## src/verilog/pba_pkg.sv

```systemverilog
// Shared constants and types for the burst address and source pipeline
package pba_pkg;
  // ----------------------------------------------------------------
  // Widths
  // ----------------------------------------------------------------
  localparam int ADDR_W = 32;
  localparam int DATA_W = 32;
  localparam int CSR_W = 40;
  localparam int DW_LSB = 2;
  localparam int TGT_CNT_W = 10;
  localparam int TGT_UPPER_W = 20;
  localparam int INI_CNT_W = 30;
  // ----------------------------------------------------------------
  // Termination status field in the top byte of the status bus
  // ----------------------------------------------------------------
  localparam int TERM_W = 8;
  localparam int CSR_TERM_LSB = 32;
  localparam int TERM_RETRY = 0;
  localparam int TERM_DISC_DATA = 1;
  localparam int TERM_DISC_NODATA = 2;
  // ----------------------------------------------------------------
  // Source store
  // ----------------------------------------------------------------
  localparam int SRC_DEPTH = 16;
  localparam int SRC_IDX_W = 4;
  // ----------------------------------------------------------------
  // Reset values
  // ----------------------------------------------------------------
  localparam logic [DATA_W-1:0] BUS_RST = 32'h0000_0000;
  localparam logic [CSR_W-1:0] CSR_RST = 40'h00_0000_0000;
  // ----------------------------------------------------------------
  // Application transfer mode
  // ----------------------------------------------------------------
  typedef enum logic [1:0] {
    MODE_IDLE,
    MODE_TGT,
    MODE_INI
  } pba_mode_e;
endpackage
```

## src/verilog/pba_link_if.sv

```systemverilog
// Link between the bus interface core and the user application
`timescale 1ns/1ps
interface pba_link_if;
  logic address_phase_strobe;
  logic transfer_done_strobe;
  logic source_advance_strobe;
  logic ini_addr_phase;
  logic tgt_read;
  logic burst_end;
  logic [pba_pkg::DATA_W-1:0] core_bus;
  logic [pba_pkg::CSR_W-1:0] config_status_bus;
  logic [pba_pkg::DATA_W-1:0] internal_shared_bus;
  logic ready;
  logic term;

  modport core_mp (
    output address_phase_strobe,
    output transfer_done_strobe,
    output source_advance_strobe,
    output ini_addr_phase,
    output tgt_read,
    output burst_end,
    output core_bus,
    output config_status_bus,
    input internal_shared_bus,
    input ready,
    input term
  );

  modport app_mp (
    input address_phase_strobe,
    input transfer_done_strobe,
    input source_advance_strobe,
    input ini_addr_phase,
    input tgt_read,
    input burst_end,
    input core_bus,
    input config_status_bus,
    output internal_shared_bus,
    output ready,
    output term
  );
endinterface

```

## src/verilog/pba_app.sv

```systemverilog
// User application end: address tracking and pipelined data source
`timescale 1ns/1ps
module pba_app #(
  parameter int TGT_W = pba_pkg::TGT_CNT_W,
  parameter int INI_W = pba_pkg::INI_CNT_W,
  parameter int DEPTH = pba_pkg::SRC_DEPTH,
  parameter int IDX_W = pba_pkg::SRC_IDX_W
) (
  input wire logic sys_clk,
  input wire logic sys_rst,
  pba_link_if.app_mp link,
  input wire logic ini_start,
  input wire logic [pba_pkg::ADDR_W-1:0] ini_start_addr,
  input wire logic [IDX_W-1:0] src_start_idx,
  input wire logic destructive,
  input wire logic stop_req,
  input wire logic stop_with_data,
  input wire logic wr_en,
  input wire logic [IDX_W-1:0] wr_idx,
  input wire logic [pba_pkg::DATA_W-1:0] wr_data,
  output logic [pba_pkg::ADDR_W-1:0] tgt_addr_q,
  output logic [pba_pkg::ADDR_W-1:0] ini_addr_q,
  output logic [IDX_W-1:0] src_ptr_q,
  output logic ini_restart_q,
  output logic [1:0] mode_q
);
  // ----------------------------------------------------------------
  // Mode tracking
  // ----------------------------------------------------------------
  pba_pkg::pba_mode_e state_q;
  logic tgt_mode;
  logic ini_mode;
  logic tgt_xfer;
  logic ini_xfer;
  logic tgt_end;
  logic ini_end;

  assign tgt_mode = (state_q == pba_pkg::MODE_TGT);
  assign ini_mode = (state_q == pba_pkg::MODE_INI);
  assign tgt_xfer = tgt_mode && link.transfer_done_strobe;
  assign ini_xfer = ini_mode && link.transfer_done_strobe;
  assign tgt_end = tgt_mode && link.burst_end;
  assign ini_end = ini_mode && link.burst_end;

  always_ff @(posedge sys_clk) begin
    if (sys_rst) begin
      state_q <= pba_pkg::MODE_IDLE;
    end else begin
      case (state_q)
        pba_pkg::MODE_IDLE: begin
          if (ini_start) begin
            state_q <= pba_pkg::MODE_INI;
          end else if (link.address_phase_strobe) begin
            state_q <= pba_pkg::MODE_TGT;
          end
        end
        pba_pkg::MODE_TGT: begin
          if (link.burst_end) begin
            state_q <= pba_pkg::MODE_IDLE;
          end
        end
        pba_pkg::MODE_INI: begin
          if (link.burst_end) begin
            state_q <= pba_pkg::MODE_IDLE;
          end
        end
        default: begin
          state_q <= pba_pkg::MODE_IDLE;
        end
      endcase
    end
  end

  always_ff @(posedge sys_clk) begin
    if (sys_rst) begin
      mode_q <= pba_pkg::MODE_IDLE;
    end else begin
      mode_q <= state_q;
    end
  end

  // ----------------------------------------------------------------
  // Target address: upper register plus in-block counter
  // ----------------------------------------------------------------
  logic [TGT_W-1:0] tgt_cnt;
  logic [pba_pkg::TGT_UPPER_W-1:0] tgt_upper_q;
  logic blk_end_q;

  pba_ld_cnt #(
    .W(TGT_W)
  ) i_pba_ld_cnt_tgt (
    .sys_clk(sys_clk),
    .sys_rst(sys_rst),
    .load(link.address_phase_strobe),
    .load_val(link.core_bus[pba_pkg::DW_LSB +: TGT_W]),
    .inc(tgt_xfer),
    .dec(1'b0),
    .count_q(tgt_cnt)
  );

  always_ff @(posedge sys_clk) begin
    if (sys_rst) begin
      tgt_upper_q <= '0;
    end else if (link.address_phase_strobe) begin
      tgt_upper_q <= link.core_bus[pba_pkg::ADDR_W-1 -: pba_pkg::TGT_UPPER_W];
    end
  end

  always_ff @(posedge sys_clk) begin
    if (sys_rst) begin
      tgt_addr_q <= '0;
    end else begin
      tgt_addr_q <= pba_pkg::ADDR_W'({tgt_upper_q, tgt_cnt, 2'h0});
    end
  end

  // Last double word of the block reached: no further burst allowed
  always_ff @(posedge sys_clk) begin
    if (sys_rst) begin
      blk_end_q <= 1'b0;
    end else if (link.address_phase_strobe) begin
      blk_end_q <= 1'b0;
    end else if (tgt_mode && (tgt_cnt == '1)) begin
      blk_end_q <= 1'b1;
    end
  end

  // ----------------------------------------------------------------
  // Initiator address and termination handling
  // ----------------------------------------------------------------
  logic [INI_W-1:0] ini_cnt;
  logic [INI_W-1:0] ini_start_q;
  logic [INI_W-1:0] ini_load_val;
  logic ini_load;
  logic ini_retry;
  logic ini_disc;

  assign ini_retry = link.config_status_bus[pba_pkg::CSR_TERM_LSB + pba_pkg::TERM_RETRY];
  assign ini_disc = link.config_status_bus[pba_pkg::CSR_TERM_LSB + pba_pkg::TERM_DISC_DATA]
    || link.config_status_bus[pba_pkg::CSR_TERM_LSB + pba_pkg::TERM_DISC_NODATA];
  // Retry reload wins over the final step, so the restart is exact
  assign ini_load = ini_start || (ini_end && ini_retry);
  assign ini_load_val = ini_start ? ini_start_addr[pba_pkg::DW_LSB +: INI_W] : ini_start_q;

  pba_ld_cnt #(
    .W(INI_W)
  ) i_pba_ld_cnt_ini (
    .sys_clk(sys_clk),
    .sys_rst(sys_rst),
    .load(ini_load),
    .load_val(ini_load_val),
    .inc(ini_xfer),
    .dec(1'b0),
    .count_q(ini_cnt)
  );

  always_ff @(posedge sys_clk) begin
    if (sys_rst) begin
      ini_start_q <= '0;
    end else if (ini_start) begin
      ini_start_q <= ini_start_addr[pba_pkg::DW_LSB +: INI_W];
    end
  end

  always_ff @(posedge sys_clk) begin
    if (sys_rst) begin
      ini_addr_q <= '0;
    end else begin
      ini_addr_q <= pba_pkg::ADDR_W'({ini_cnt, 2'h0});
    end
  end

  always_ff @(posedge sys_clk) begin
    if (sys_rst) begin
      ini_restart_q <= 1'b0;
    end else if (ini_start) begin
      ini_restart_q <= 1'b0;
    end else if (ini_end && ini_retry) begin
      ini_restart_q <= 1'b1;
    end
  end

  // ----------------------------------------------------------------
  // Pipelined data source
  // ----------------------------------------------------------------
  logic [pba_pkg::DATA_W-1:0] src_mem [DEPTH];
  logic [pba_pkg::DATA_W-1:0] bus_q;
  logic [IDX_W-1:0] src_start_q;
  logic [IDX_W-1:0] src_ptr_d;
  logic src_back;

  always_ff @(posedge sys_clk) begin
    if (wr_en) begin
      src_mem[wr_idx] <= wr_data;
    end
  end

  always_ff @(posedge sys_clk) begin
    if (sys_rst) begin
      src_start_q <= '0;
    end else if (ini_start) begin
      src_start_q <= src_start_idx;
    end
  end

  // The pointer runs one word ahead of the bus in a sourcing burst; step back at the end of a target read or a destructive disconnect
  assign src_back = (tgt_end && link.tgt_read)
    || (ini_end && destructive && ini_disc);

  // Target reads continue from the current pointer, as a FIFO would
  always_comb begin
    src_ptr_d = src_ptr_q;
    if (ini_start) begin
      src_ptr_d = src_start_idx;
    end else if (ini_end && destructive && ini_retry) begin
      src_ptr_d = src_start_q;
    end else if (link.source_advance_strobe && !src_back) begin
      src_ptr_d = src_ptr_q + IDX_W'(1);
    end else if (src_back && !link.source_advance_strobe) begin
      src_ptr_d = src_ptr_q - IDX_W'(1);
    end
  end

  always_ff @(posedge sys_clk) begin
    if (sys_rst) begin
      src_ptr_q <= '0;
    end else begin
      src_ptr_q <= src_ptr_d;
    end
  end

  // Word follows the pointer, so it holds still between advances
  always_ff @(posedge sys_clk) begin
    if (sys_rst) begin
      bus_q <= pba_pkg::BUS_RST;
    end else begin
      bus_q <= src_mem[src_ptr_d];
    end
  end

  assign link.internal_shared_bus = bus_q;

  // ----------------------------------------------------------------
  // Ready and termination requests
  // ----------------------------------------------------------------
  logic ready_q;
  logic term_q;

  always_ff @(posedge sys_clk) begin
    if (sys_rst) begin
      ready_q <= 1'b0;
      term_q <= 1'b0;
    end else begin
      ready_q <= !stop_req || stop_with_data;
      term_q <= stop_req || blk_end_q;
    end
  end

  assign link.ready = ready_q;
  assign link.term = term_q;
endmodule

```

## src/verilog/pba_ld_cnt.sv

```systemverilog
// Loadable up/down binary counter
`timescale 1ns/1ps
module pba_ld_cnt #(
  parameter int W = 10
) (
  input wire logic sys_clk,
  input wire logic sys_rst,
  input wire logic load,
  input wire logic [W-1:0] load_val,
  input wire logic inc,
  input wire logic dec,
  output logic [W-1:0] count_q
);
  // Load beats stepping; inc and dec together cancel
  always_ff @(posedge sys_clk) begin
    if (sys_rst) begin
      count_q <= '0;
    end else if (load) begin
      count_q <= load_val;
    end else if (inc && !dec) begin
      count_q <= count_q + W'(1);
    end else if (dec && !inc) begin
      count_q <= count_q - W'(1);
    end
  end
endmodule

```

## src/flat_wrapper.sv

```systemverilog
// flat-port wrapper written by rule: the top's interface ports become plain ports
module pba_app_flat 
#(
  parameter int TGT_W = pba_pkg::TGT_CNT_W,
  parameter int INI_W = pba_pkg::INI_CNT_W,
  parameter int DEPTH = pba_pkg::SRC_DEPTH,
  parameter int IDX_W = pba_pkg::SRC_IDX_W
)
  (sys_clk, sys_rst, ini_start, ini_start_addr, src_start_idx, destructive, stop_req, stop_with_data, wr_en, wr_idx, wr_data, tgt_addr_q, ini_addr_q, src_ptr_q, ini_restart_q, mode_q, link_address_phase_strobe, link_transfer_done_strobe, link_source_advance_strobe, link_ini_addr_phase, link_tgt_read, link_burst_end, link_core_bus, link_config_status_bus, link_internal_shared_bus, link_ready, link_term);
  pba_link_if link_i ();
  input wire logic sys_clk;
  input wire logic sys_rst;
  input wire logic ini_start;
  input wire logic [pba_pkg::ADDR_W-1:0] ini_start_addr;
  input wire logic [IDX_W-1:0] src_start_idx;
  input wire logic destructive;
  input wire logic stop_req;
  input wire logic stop_with_data;
  input wire logic wr_en;
  input wire logic [IDX_W-1:0] wr_idx;
  input wire logic [pba_pkg::DATA_W-1:0] wr_data;
  output logic [pba_pkg::ADDR_W-1:0] tgt_addr_q;
  output logic [pba_pkg::ADDR_W-1:0] ini_addr_q;
  output logic [IDX_W-1:0] src_ptr_q;
  output logic ini_restart_q;
  output logic [1:0] mode_q;
  input wire logic [$bits(link_i.address_phase_strobe)-1:0] link_address_phase_strobe;
  input wire logic [$bits(link_i.transfer_done_strobe)-1:0] link_transfer_done_strobe;
  input wire logic [$bits(link_i.source_advance_strobe)-1:0] link_source_advance_strobe;
  input wire logic [$bits(link_i.ini_addr_phase)-1:0] link_ini_addr_phase;
  input wire logic [$bits(link_i.tgt_read)-1:0] link_tgt_read;
  input wire logic [$bits(link_i.burst_end)-1:0] link_burst_end;
  input wire logic [$bits(link_i.core_bus)-1:0] link_core_bus;
  input wire logic [$bits(link_i.config_status_bus)-1:0] link_config_status_bus;
  output wire logic [$bits(link_i.internal_shared_bus)-1:0] link_internal_shared_bus;
  output wire logic [$bits(link_i.ready)-1:0] link_ready;
  output wire logic [$bits(link_i.term)-1:0] link_term;
  assign link_i.address_phase_strobe = link_address_phase_strobe;
  assign link_i.transfer_done_strobe = link_transfer_done_strobe;
  assign link_i.source_advance_strobe = link_source_advance_strobe;
  assign link_i.ini_addr_phase = link_ini_addr_phase;
  assign link_i.tgt_read = link_tgt_read;
  assign link_i.burst_end = link_burst_end;
  assign link_i.core_bus = link_core_bus;
  assign link_i.config_status_bus = link_config_status_bus;
  assign link_internal_shared_bus = link_i.internal_shared_bus;
  assign link_ready = link_i.ready;
  assign link_term = link_i.term;
  pba_app #(.TGT_W(TGT_W), .INI_W(INI_W), .DEPTH(DEPTH), .IDX_W(IDX_W)) u_core (.sys_clk(sys_clk), .sys_rst(sys_rst), .link(link_i), .ini_start(ini_start), .ini_start_addr(ini_start_addr), .src_start_idx(src_start_idx), .destructive(destructive), .stop_req(stop_req), .stop_with_data(stop_with_data), .wr_en(wr_en), .wr_idx(wr_idx), .wr_data(wr_data), .tgt_addr_q(tgt_addr_q), .ini_addr_q(ini_addr_q), .src_ptr_q(src_ptr_q), .ini_restart_q(ini_restart_q), .mode_q(mode_q));
endmodule
```

## config.mk

```make
export PLATFORM = sky130hd
export DESIGN_NAME = pba_app_flat
export DESIGN_NICKNAME = d
export VERILOG_FILES = /design/src/verilog/pba_pkg.sv /design/src/verilog/pba_link_if.sv /design/src/verilog/pba_app.sv /design/src/verilog/pba_ld_cnt.sv /design/src/flat_wrapper.sv
export SDC_FILE = /design/constraint.sdc
export NUM_CORES = 1
export LEC_CHECK = 0
export ABC_AREA = 1
export ABC_CLOCK_PERIOD_IN_PS = 3500
export BUFFER_PORTS_ARGS = -buffer_cell sky130_fd_sc_hd__buf_2
export CAP_MARGIN = 20
export CORE_MARGIN = 3
export CORE_UTILIZATION = 25
export CTS_CLUSTER_DIAMETER = 80
export DETAILED_ROUTE_END_ITERATION = 16
export PLACE_DENSITY_LB_ADDON = 0.2
export SLEW_MARGIN = 15
export SYNTH_ARGS = -nofsm -noshare
export SYNTH_HDL_FRONTEND = slang
export SYNTH_SLANG_ARGS = --single-unit
```

## constraint.sdc

```tcl
create_clock -name sys_clk -period 3.5 [get_ports sys_clk]
set_input_delay 0.7 -clock sys_clk [delete_from_list [all_inputs] [get_ports sys_clk]]
set_output_delay 0.7 -clock sys_clk [all_outputs]
set_load 0.03 [all_outputs]
```

==> results of run 1 <==
## flip-flops by register name, summed over array words and instances, names as in the netlist, 10 cells and up
signal and cells:
u_core.i_pba_ld_cnt_ini.count_q 30, u_core.i_pba_ld_cnt_tgt.count_q 10, u_core.ini_addr_q 30, u_core.ini_start_q 30, u_core.link.internal_shared_bus 32, u_core.src_mem 512
u_core.tgt_addr_q 30, u_core.tgt_upper_q 20
## layout make-up
class                      instances  area share (%)
sequential                       710            56.0
multi-input combinational       1371            20.5
clock buffer                     116            7.12
timing repair buffer             276            5.50
tap                             1488            5.39
inverter                         356            3.87
clock inverter                    50            1.64
antenna                            2          0.0145
## layer usage
metal	up-vias	wire, microns	track usage [%]
met5	-	51	0
met1	9082	37400	18.6
met3	140	4560	3.13
met2	389	39200	23.2
li1	9316	-	-
met4	8	1870	3.91
## kinds of logic (layout without fill, tap and decap cells)
group	Yosys count	count (layout)	share of synthesized area [%]
simple gates	856	856	13.8
flops	710	710	68.5
buf+inv	504	798	7.07
compound gates	448	448	8.50
mux	30	30	1.07
xor+xnor	26	26	0.806
fa+ha+maj	7	7	0.310
other cells	1	6	0.0133
## Yosys cell counts, drive strengths merged (25+ instances only)
| library cell | instances |
|---|---|
| edfxtp | 512 |
| inv | 354 |
| nand3 | 335 |
| nand2 | 251 |
| o21ai | 214 |
| nor2 | 202 |
| dfxtp | 198 |
| a21oi | 180 |
| buf | 82 |
| clkbuf | 66 |
| nand3b | 46 |
| mux2i | 29 |
| xor2 | 25 |
## where the power goes
| part | internal (mW) | switching [mW] | total [mW] |
|---|---|---|---|
| sequential | 9.32 | 0.132 | 9.45 |
| combinational | 0.716 | 1.60 | 2.32 |
| clock | 5.47 | 3.79 | 9.26 |
## cell usage in the layout (no fill, tap or decap), types with 7 or more instances in the layout
master | Yosys | routed
clkinv_2 | 0 | 13
nor2_1 | 199 | 182
buf_12 | 0 | 29
o21ai_1 | 89 | 89
clkinv_1 | 2 | 16
nand2_1 | 248 | 246
nand3_1 | 333 | 333
edfxtp_1 | 512 | 512
clkbuf_8 | 0 | 11
nand3b_1 | 46 | 46
mux2i_1 | 29 | 29
inv_1 | 351 | 351
o211ai_1 | 24 | 24
xor2_1 | 25 | 25
nor2_4 | 0 | 17
clkbuf_1 | 65 | 15
a32o_1 | 8 | 8
dfxtp_1 | 198 | 198
ha_1 | 7 | 7
a21oi_1 | 180 | 180
o21ai_0 | 124 | 124
clkbuf_16 | 0 | 90
buf_4 | 10 | 33
buf_2 | 52 | 214
nor3_1 | 13 | 13
## worst max-delay path, cell delays in order (launching register included)
cell and delay (ns):
dfxtp_1 0.33, inv_1 0.08, ha_1 0.25, nand3_1 0.21, nor2_2 0.10, a21oi_1 0.32, nand2_2 0.23, nand2_8 0.22
buf_4 0.42, nand2_1 0.09, nand3_1 0.08, nand3_1 0.09, nand3_1 0.13, a21oi_1 0.09
## worst min path at each step
stage                           from                     to  slack, ns  depth (start not counted)
3_3_place_gp   u_core.tgt_upper_q[3]  u_core.tgt_addr_q[15]       0.42                          2
6_report                    stop_req      u_core.link.ready       0.22                          2
3_5_place_dp   u_core.tgt_upper_q[4]  u_core.tgt_addr_q[16]       0.42                          2
5_1_grt                     stop_req      u_core.link.ready       0.19                          2
2_1_floorplan  u_core.tgt_upper_q[0]  u_core.tgt_addr_q[12]       0.41                          2
4_1_cts                     stop_req      u_core.link.ready       0.16                          2
## metrics by stage
step	hold slack, ns	util, %	worst slack (ns)	cells	total power, mW
final	0.220	31.0	0.726	4369	21.0
after global routing	0.191	31.0	0.451	4368	22.0
after CTS	0.160	31.0	0.685	4367	21.4
after detailed placement	0.417	28.3	0.267	4201	12.0
after global placement	0.415	28.3	0.259	4201	12.0
after floorplan	0.410	-	0.807	2585	11.0
==> impl_metrics.json, run 1 <==
{
  "grt_overflow": 0,
  "wire_per_inst_microns": 19.0,
  "yosys.area.top_type_share_pct": 54.4,
  "seq_area_frac_synth_pct": 68.5,
  "floorplan.die_area_sq_um": 117000,
  "syn_area_sq_um": 28200,
  "ant_nets": 0,
  "startpoint": "u_core.state_q[0]",
  "portBuffers": 215,
  "min_period_ns": 2.77,
  "clock_skew_ns": 0.0676,
  "cp.required_ns": 4.03,
  "grt_max_degree": 109,
  "max_cap_viol_count": 0,
  "cp_max_fo": 35,
  "io_pins": 262,
  "grt_pass1_vias": 18374,
  "vdd_drop_max_uv": 353,
  "cp-endpoint": "u_core.link.internal_shared_bus[10]",
  "cts_resized": 0,
  "synth_ff_type": "edfxtp_1",
  "synthCells": 2582,
  "worstMarginPinSlew_ns": 1.01,
  "numCtsBuffers": 89,
  "wl_mm": 83.0,
  "fillers": 11456,
  "synth_seq_cells": 710,
  "critPathCaptureType": "flip-flop",
  "postLayoutCellArea_sq_um": 34600,
  "drt_iter0_markers": 1062,
  "clockRootBuffer": "clkbuf_16",
  "design.core.area_sq_um": 111000,
  "regToRegStartpoint": "u_core.state_q[0]",
  "grt_pass1_wl_mm": 123,
  "synthTopCellsByArea": "edfxtp_1, dfxtp_1, nand3_1",
  "status": "finished, final reports clean",
  "r2r-end": "u_core.link.internal_shared_bus[10]",
  "ff2ff_setup_slack_ns": 0.73,
  "synth_edf_count": 512,
  "crit_type": "flip-flop to flip-flop",
  "setup_viol_count_final": 0,
  "drv_slew": 0,
  "cts_tree": "done",
  "die-height_microns": 342,
  "h-tree-depth": 3,
  "dr.pass1.iters": 5,
  "vias": 18935,
  "hp-class": "primary input to flip-flop",
  "setup.worst_path.start_class": "flip-flop",
  "fin_setup_tns_ns": 0,
  "antenna_found_initial": 12,
  "leakage_nw": 13.5,
  "cts_hold_buf": 0,
  "gp_congestion": 0.756,
  "place_area_sq_um": 31500,
  "post-route-period-util_pct": 79.2,
  "cts_buffer_depth": 3,
  "die_w_microns": 342,
  "clk_pin_slew_ns": 0.06,
  "synth_area_leader_cell": "edfxtp_1",
  "area_growth_pct": 22.4,
  "drc": 0,
  "grt_setup_unrepaired": "false",
  "max_freq_mhz": 361,
  "synth_warnings": 0,
  "ff2ff_path_depth": 13,
  "regArea_sq_um": 19300,
  "synth.distinct_cells": 42,
  "max_slew_margin_pct": 32.4,
  "clk_latency_ns": 0.69,
  "arrival_ns": 3.30,
  "grt.total_usage_pct": 14.1,
  "hold_viol_final": 0,
  "start_util_pct": 25.3,
  "drive_gt1_share_pct": 15.7,
  "vias_per_cell": 4.33,
  "cts_num_sinks": 710,
  "syn_avg_cell_area_sq_um": 10.9,
  "postCtsSetupBuffers": 0,
  "cellPowerDensity_nw_per_um2": 609,
  "dpl.hpwl_mm": 45.8,
  "synth-async-reset-ratio_pct": 0,
  "nNetsFinal": 2968,
  "rows": 122,
  "multi_input_area_sq_um": 7090
}
(Power assumes the default switching activity.)
==> run 2, diff against run 1 <==
- ABC_CLOCK_PERIOD_IN_PS: 3500 -> 2400
- clock period: 3.5 -> 2.4 ns (I/O delays scaled with it)
==> impl_metrics.json, run 2 (synthesized netlist as in run 1, its figures left out) <==
{
  "post-route-util_pct": 32.9,
  "floorplan.die_area_sq_um": 117000,
  "gp_congestion": 0.752,
  "vias_per_cell": 4.33,
  "max_slew_margin_pct": 60.3,
  "wl_met2_mm": 39.5,
  "regToRegStartpoint": "u_core.state_q[0]",
  "grt_max_degree": 62,
  "arrival_ns": 3.00,
  "combinationalPowerShare_pct": 13.7,
  "postLayoutCellArea_sq_um": 36600,
  "clockRootBuffer": "clkbuf_16",
  "numCtsBuffers": 84,
  "setup.worst_path.start_class": "flip-flop",
  "p_sw_mw": 8.11,
  "dp_slack_ns": -0.418,
  "cts_buffer_depth": 3,
  "setup_viol_count_final": 0,
  "hold_viol_final": 0,
  "regMostFlops": "u_core.src_mem",
  "top_layer_used": "met5",
  "leakage_nw": 14.4,
  "grt_setup_unrepaired": "true",
  "fin_setup_tns_ns": 0,
  "wl_met3_mm": 4.12,
  "ff2ff_path_depth": 18,
  "h-tree-depth": 3,
  "ff2ff_setup_slack_ns": 0.008,
  "status": "finished, final reports clean",
  "place_area_sq_um": 32800,
  "vdd_drop_max_uv": 523,
  "final_cell_mix": "edfxtp_1, inv_1, nand3_1",
  "drt_iter0_markers": 1061,
  "fin_hold_ws_ns": 0.0641,
  "largest_register_ffs": 512,
  "rows": 122,
  "dr.pass1.iters": 7,
  "clk_latency_ns": 0.68,
  "cts_num_sinks": 710,
  "portBuffers": 215,
  "power_mw": 30.9,
  "multi_input_area_sq_um": 7550,
  "min_from": "stop_with_data",
  "grt_overflow": 0,
  "r2r-end": "u_core.link.internal_shared_bus[15]",
  "switching_share_pct": 26.3,
  "dpl.hpwl_mm": 50.0,
  "worstMarginPinSlew_ns": 0.595,
  "start_util_pct": 25.3,
  "cp.required_ns": 3.01,
  "max_cap_viol_count": 0,
  "whs_endpoint": "u_core.link.ready",
  "critPathCaptureType": "flip-flop",
  "drive_gt1_share_pct": 22.3,
  "grt_pass1_wl_mm": 124,
  "dpl.cell_count": 4308,
  "drc": 0,
  "pwr-share-clk_pct": 41.7,
  "die_w_microns": 342,
  "timing.final.ws_setup_ns": 0.00754,
  "wl_met1_mm": 39.6,
  "min_period_ns": 2.39,
  "max_freq_mhz": 418,
  "io_pins": 262,
  "clock_skew_ns": 0.0551,
  "stdcell_count": 4493,
  "post-route-period-util_pct": 99.7,
  "design.core.area_sq_um": 111000,
  "hp-class": "primary input to flip-flop",
  "intPower_mw": 22.8,
  "mostFrequentLayoutCell": "edfxtp_1",
  "wl_mm": 85.2,
  "ant_nets": 0,
  "grt.total_usage_pct": 14.2,
  "drv_slew": 0,
  "fillers": 11364,
  "grt_pass1_vias": 18659,
  "cellPowerDensity_nw_per_um2": 843,
  "wire_per_inst_microns": 19.0,
  "p_seq_share_pct": 44.6,
  "clk_pin_slew_ns": 0.06,
  "cp_max_fo": 6,
  "holdPathStages": 3,
  "crit_type": "flip-flop to flip-flop",
  "regArea_sq_um": 19300,
  "nNetsFinal": 3096,
  "area_growth_pct": 29.7,
  "cts_tree": "done",
  "antenna_found_initial": 12,
  "vias": 19434,
  "die-height_microns": 342
}
==> run 2: critical path, stage by stage, from the launching register on <==
cell and delay, ns:
dfxtp_2 0.33, inv_2 0.08, ha_4 0.16, nand2_2 0.05, nor2_2 0.11, nand2_2 0.08
nand3_4 0.11, nand2_2 0.06, nand2_2 0.07, nand3_4 0.10, buf_6 0.14, a21boi_4 0.19
buf_12 0.15, buf_8 0.11, clkbuf_16 0.16, nor2_2 0.03, o211ai_1 0.16, nand3_1 0.11
nand2_2 0.13
==> run 2: final cells by class <==
type / count / share of cell area (%)
Clock buffer: 117 / 6.38
Inverter: 356 / 3.68
Tap cell: 1488 / 5.08
Antenna cell: 4 / 0.0273
Multi-Input combinational cell: 1371 / 20.6
Sequential cell: 710 / 52.8
Clock inverter: 38 / 1.35
Timing Repair Buffer: 409 / 10.0
==> run 2: timing repair <==
action,CTS,global route
cloned,3,5
endpoints found under the hold margin,2,0
setup endpoints to repair,31,40
resized for setup,39,120
pin swaps,18,44
hold buffers,1,0
setup buffers,6,12
==> run 2: routing by layer <==
layer  vias up  track usage [%]
met5         -                0
met4         6             3.85
met3       134             2.93
met2       416             23.2
met1      9308             19.2
li1       9570                -
==> run 2: worst max path at each step <==
stage	start	to	slack [ns]	depth (start not counted)
after floorplan	wr_idx[2]	u_core.src_mem[10][0]	-0.07	2
after global placement	link_config_status_bus[33]	u_core.link.internal_shared_bus[29]	-0.44	16
after detailed placement	link_config_status_bus[33]	u_core.link.internal_shared_bus[29]	-0.42	16
after CTS	u_core.state_q[0]	u_core.link.internal_shared_bus[28]	-0.04	19
after global routing	u_core.state_q[0]	u_core.link.internal_shared_bus[25]	-0.14	19
final	u_core.state_q[0]	u_core.link.internal_shared_bus[15]	0.008	18
==> run 2: power by group through the flow <==
stage / clock (mW) / sequential (mW) / combinational [mW]
after floorplan: 0 / 14.3 / 1.84
after global placement: 0 / 14.0 / 3.90
after detailed placement: 0 / 14.0 / 3.89
after CTS: 13.3 / 13.8 / 4.03
after global routing: 13.8 / 13.8 / 4.66
final: 12.9 / 13.8 / 4.23
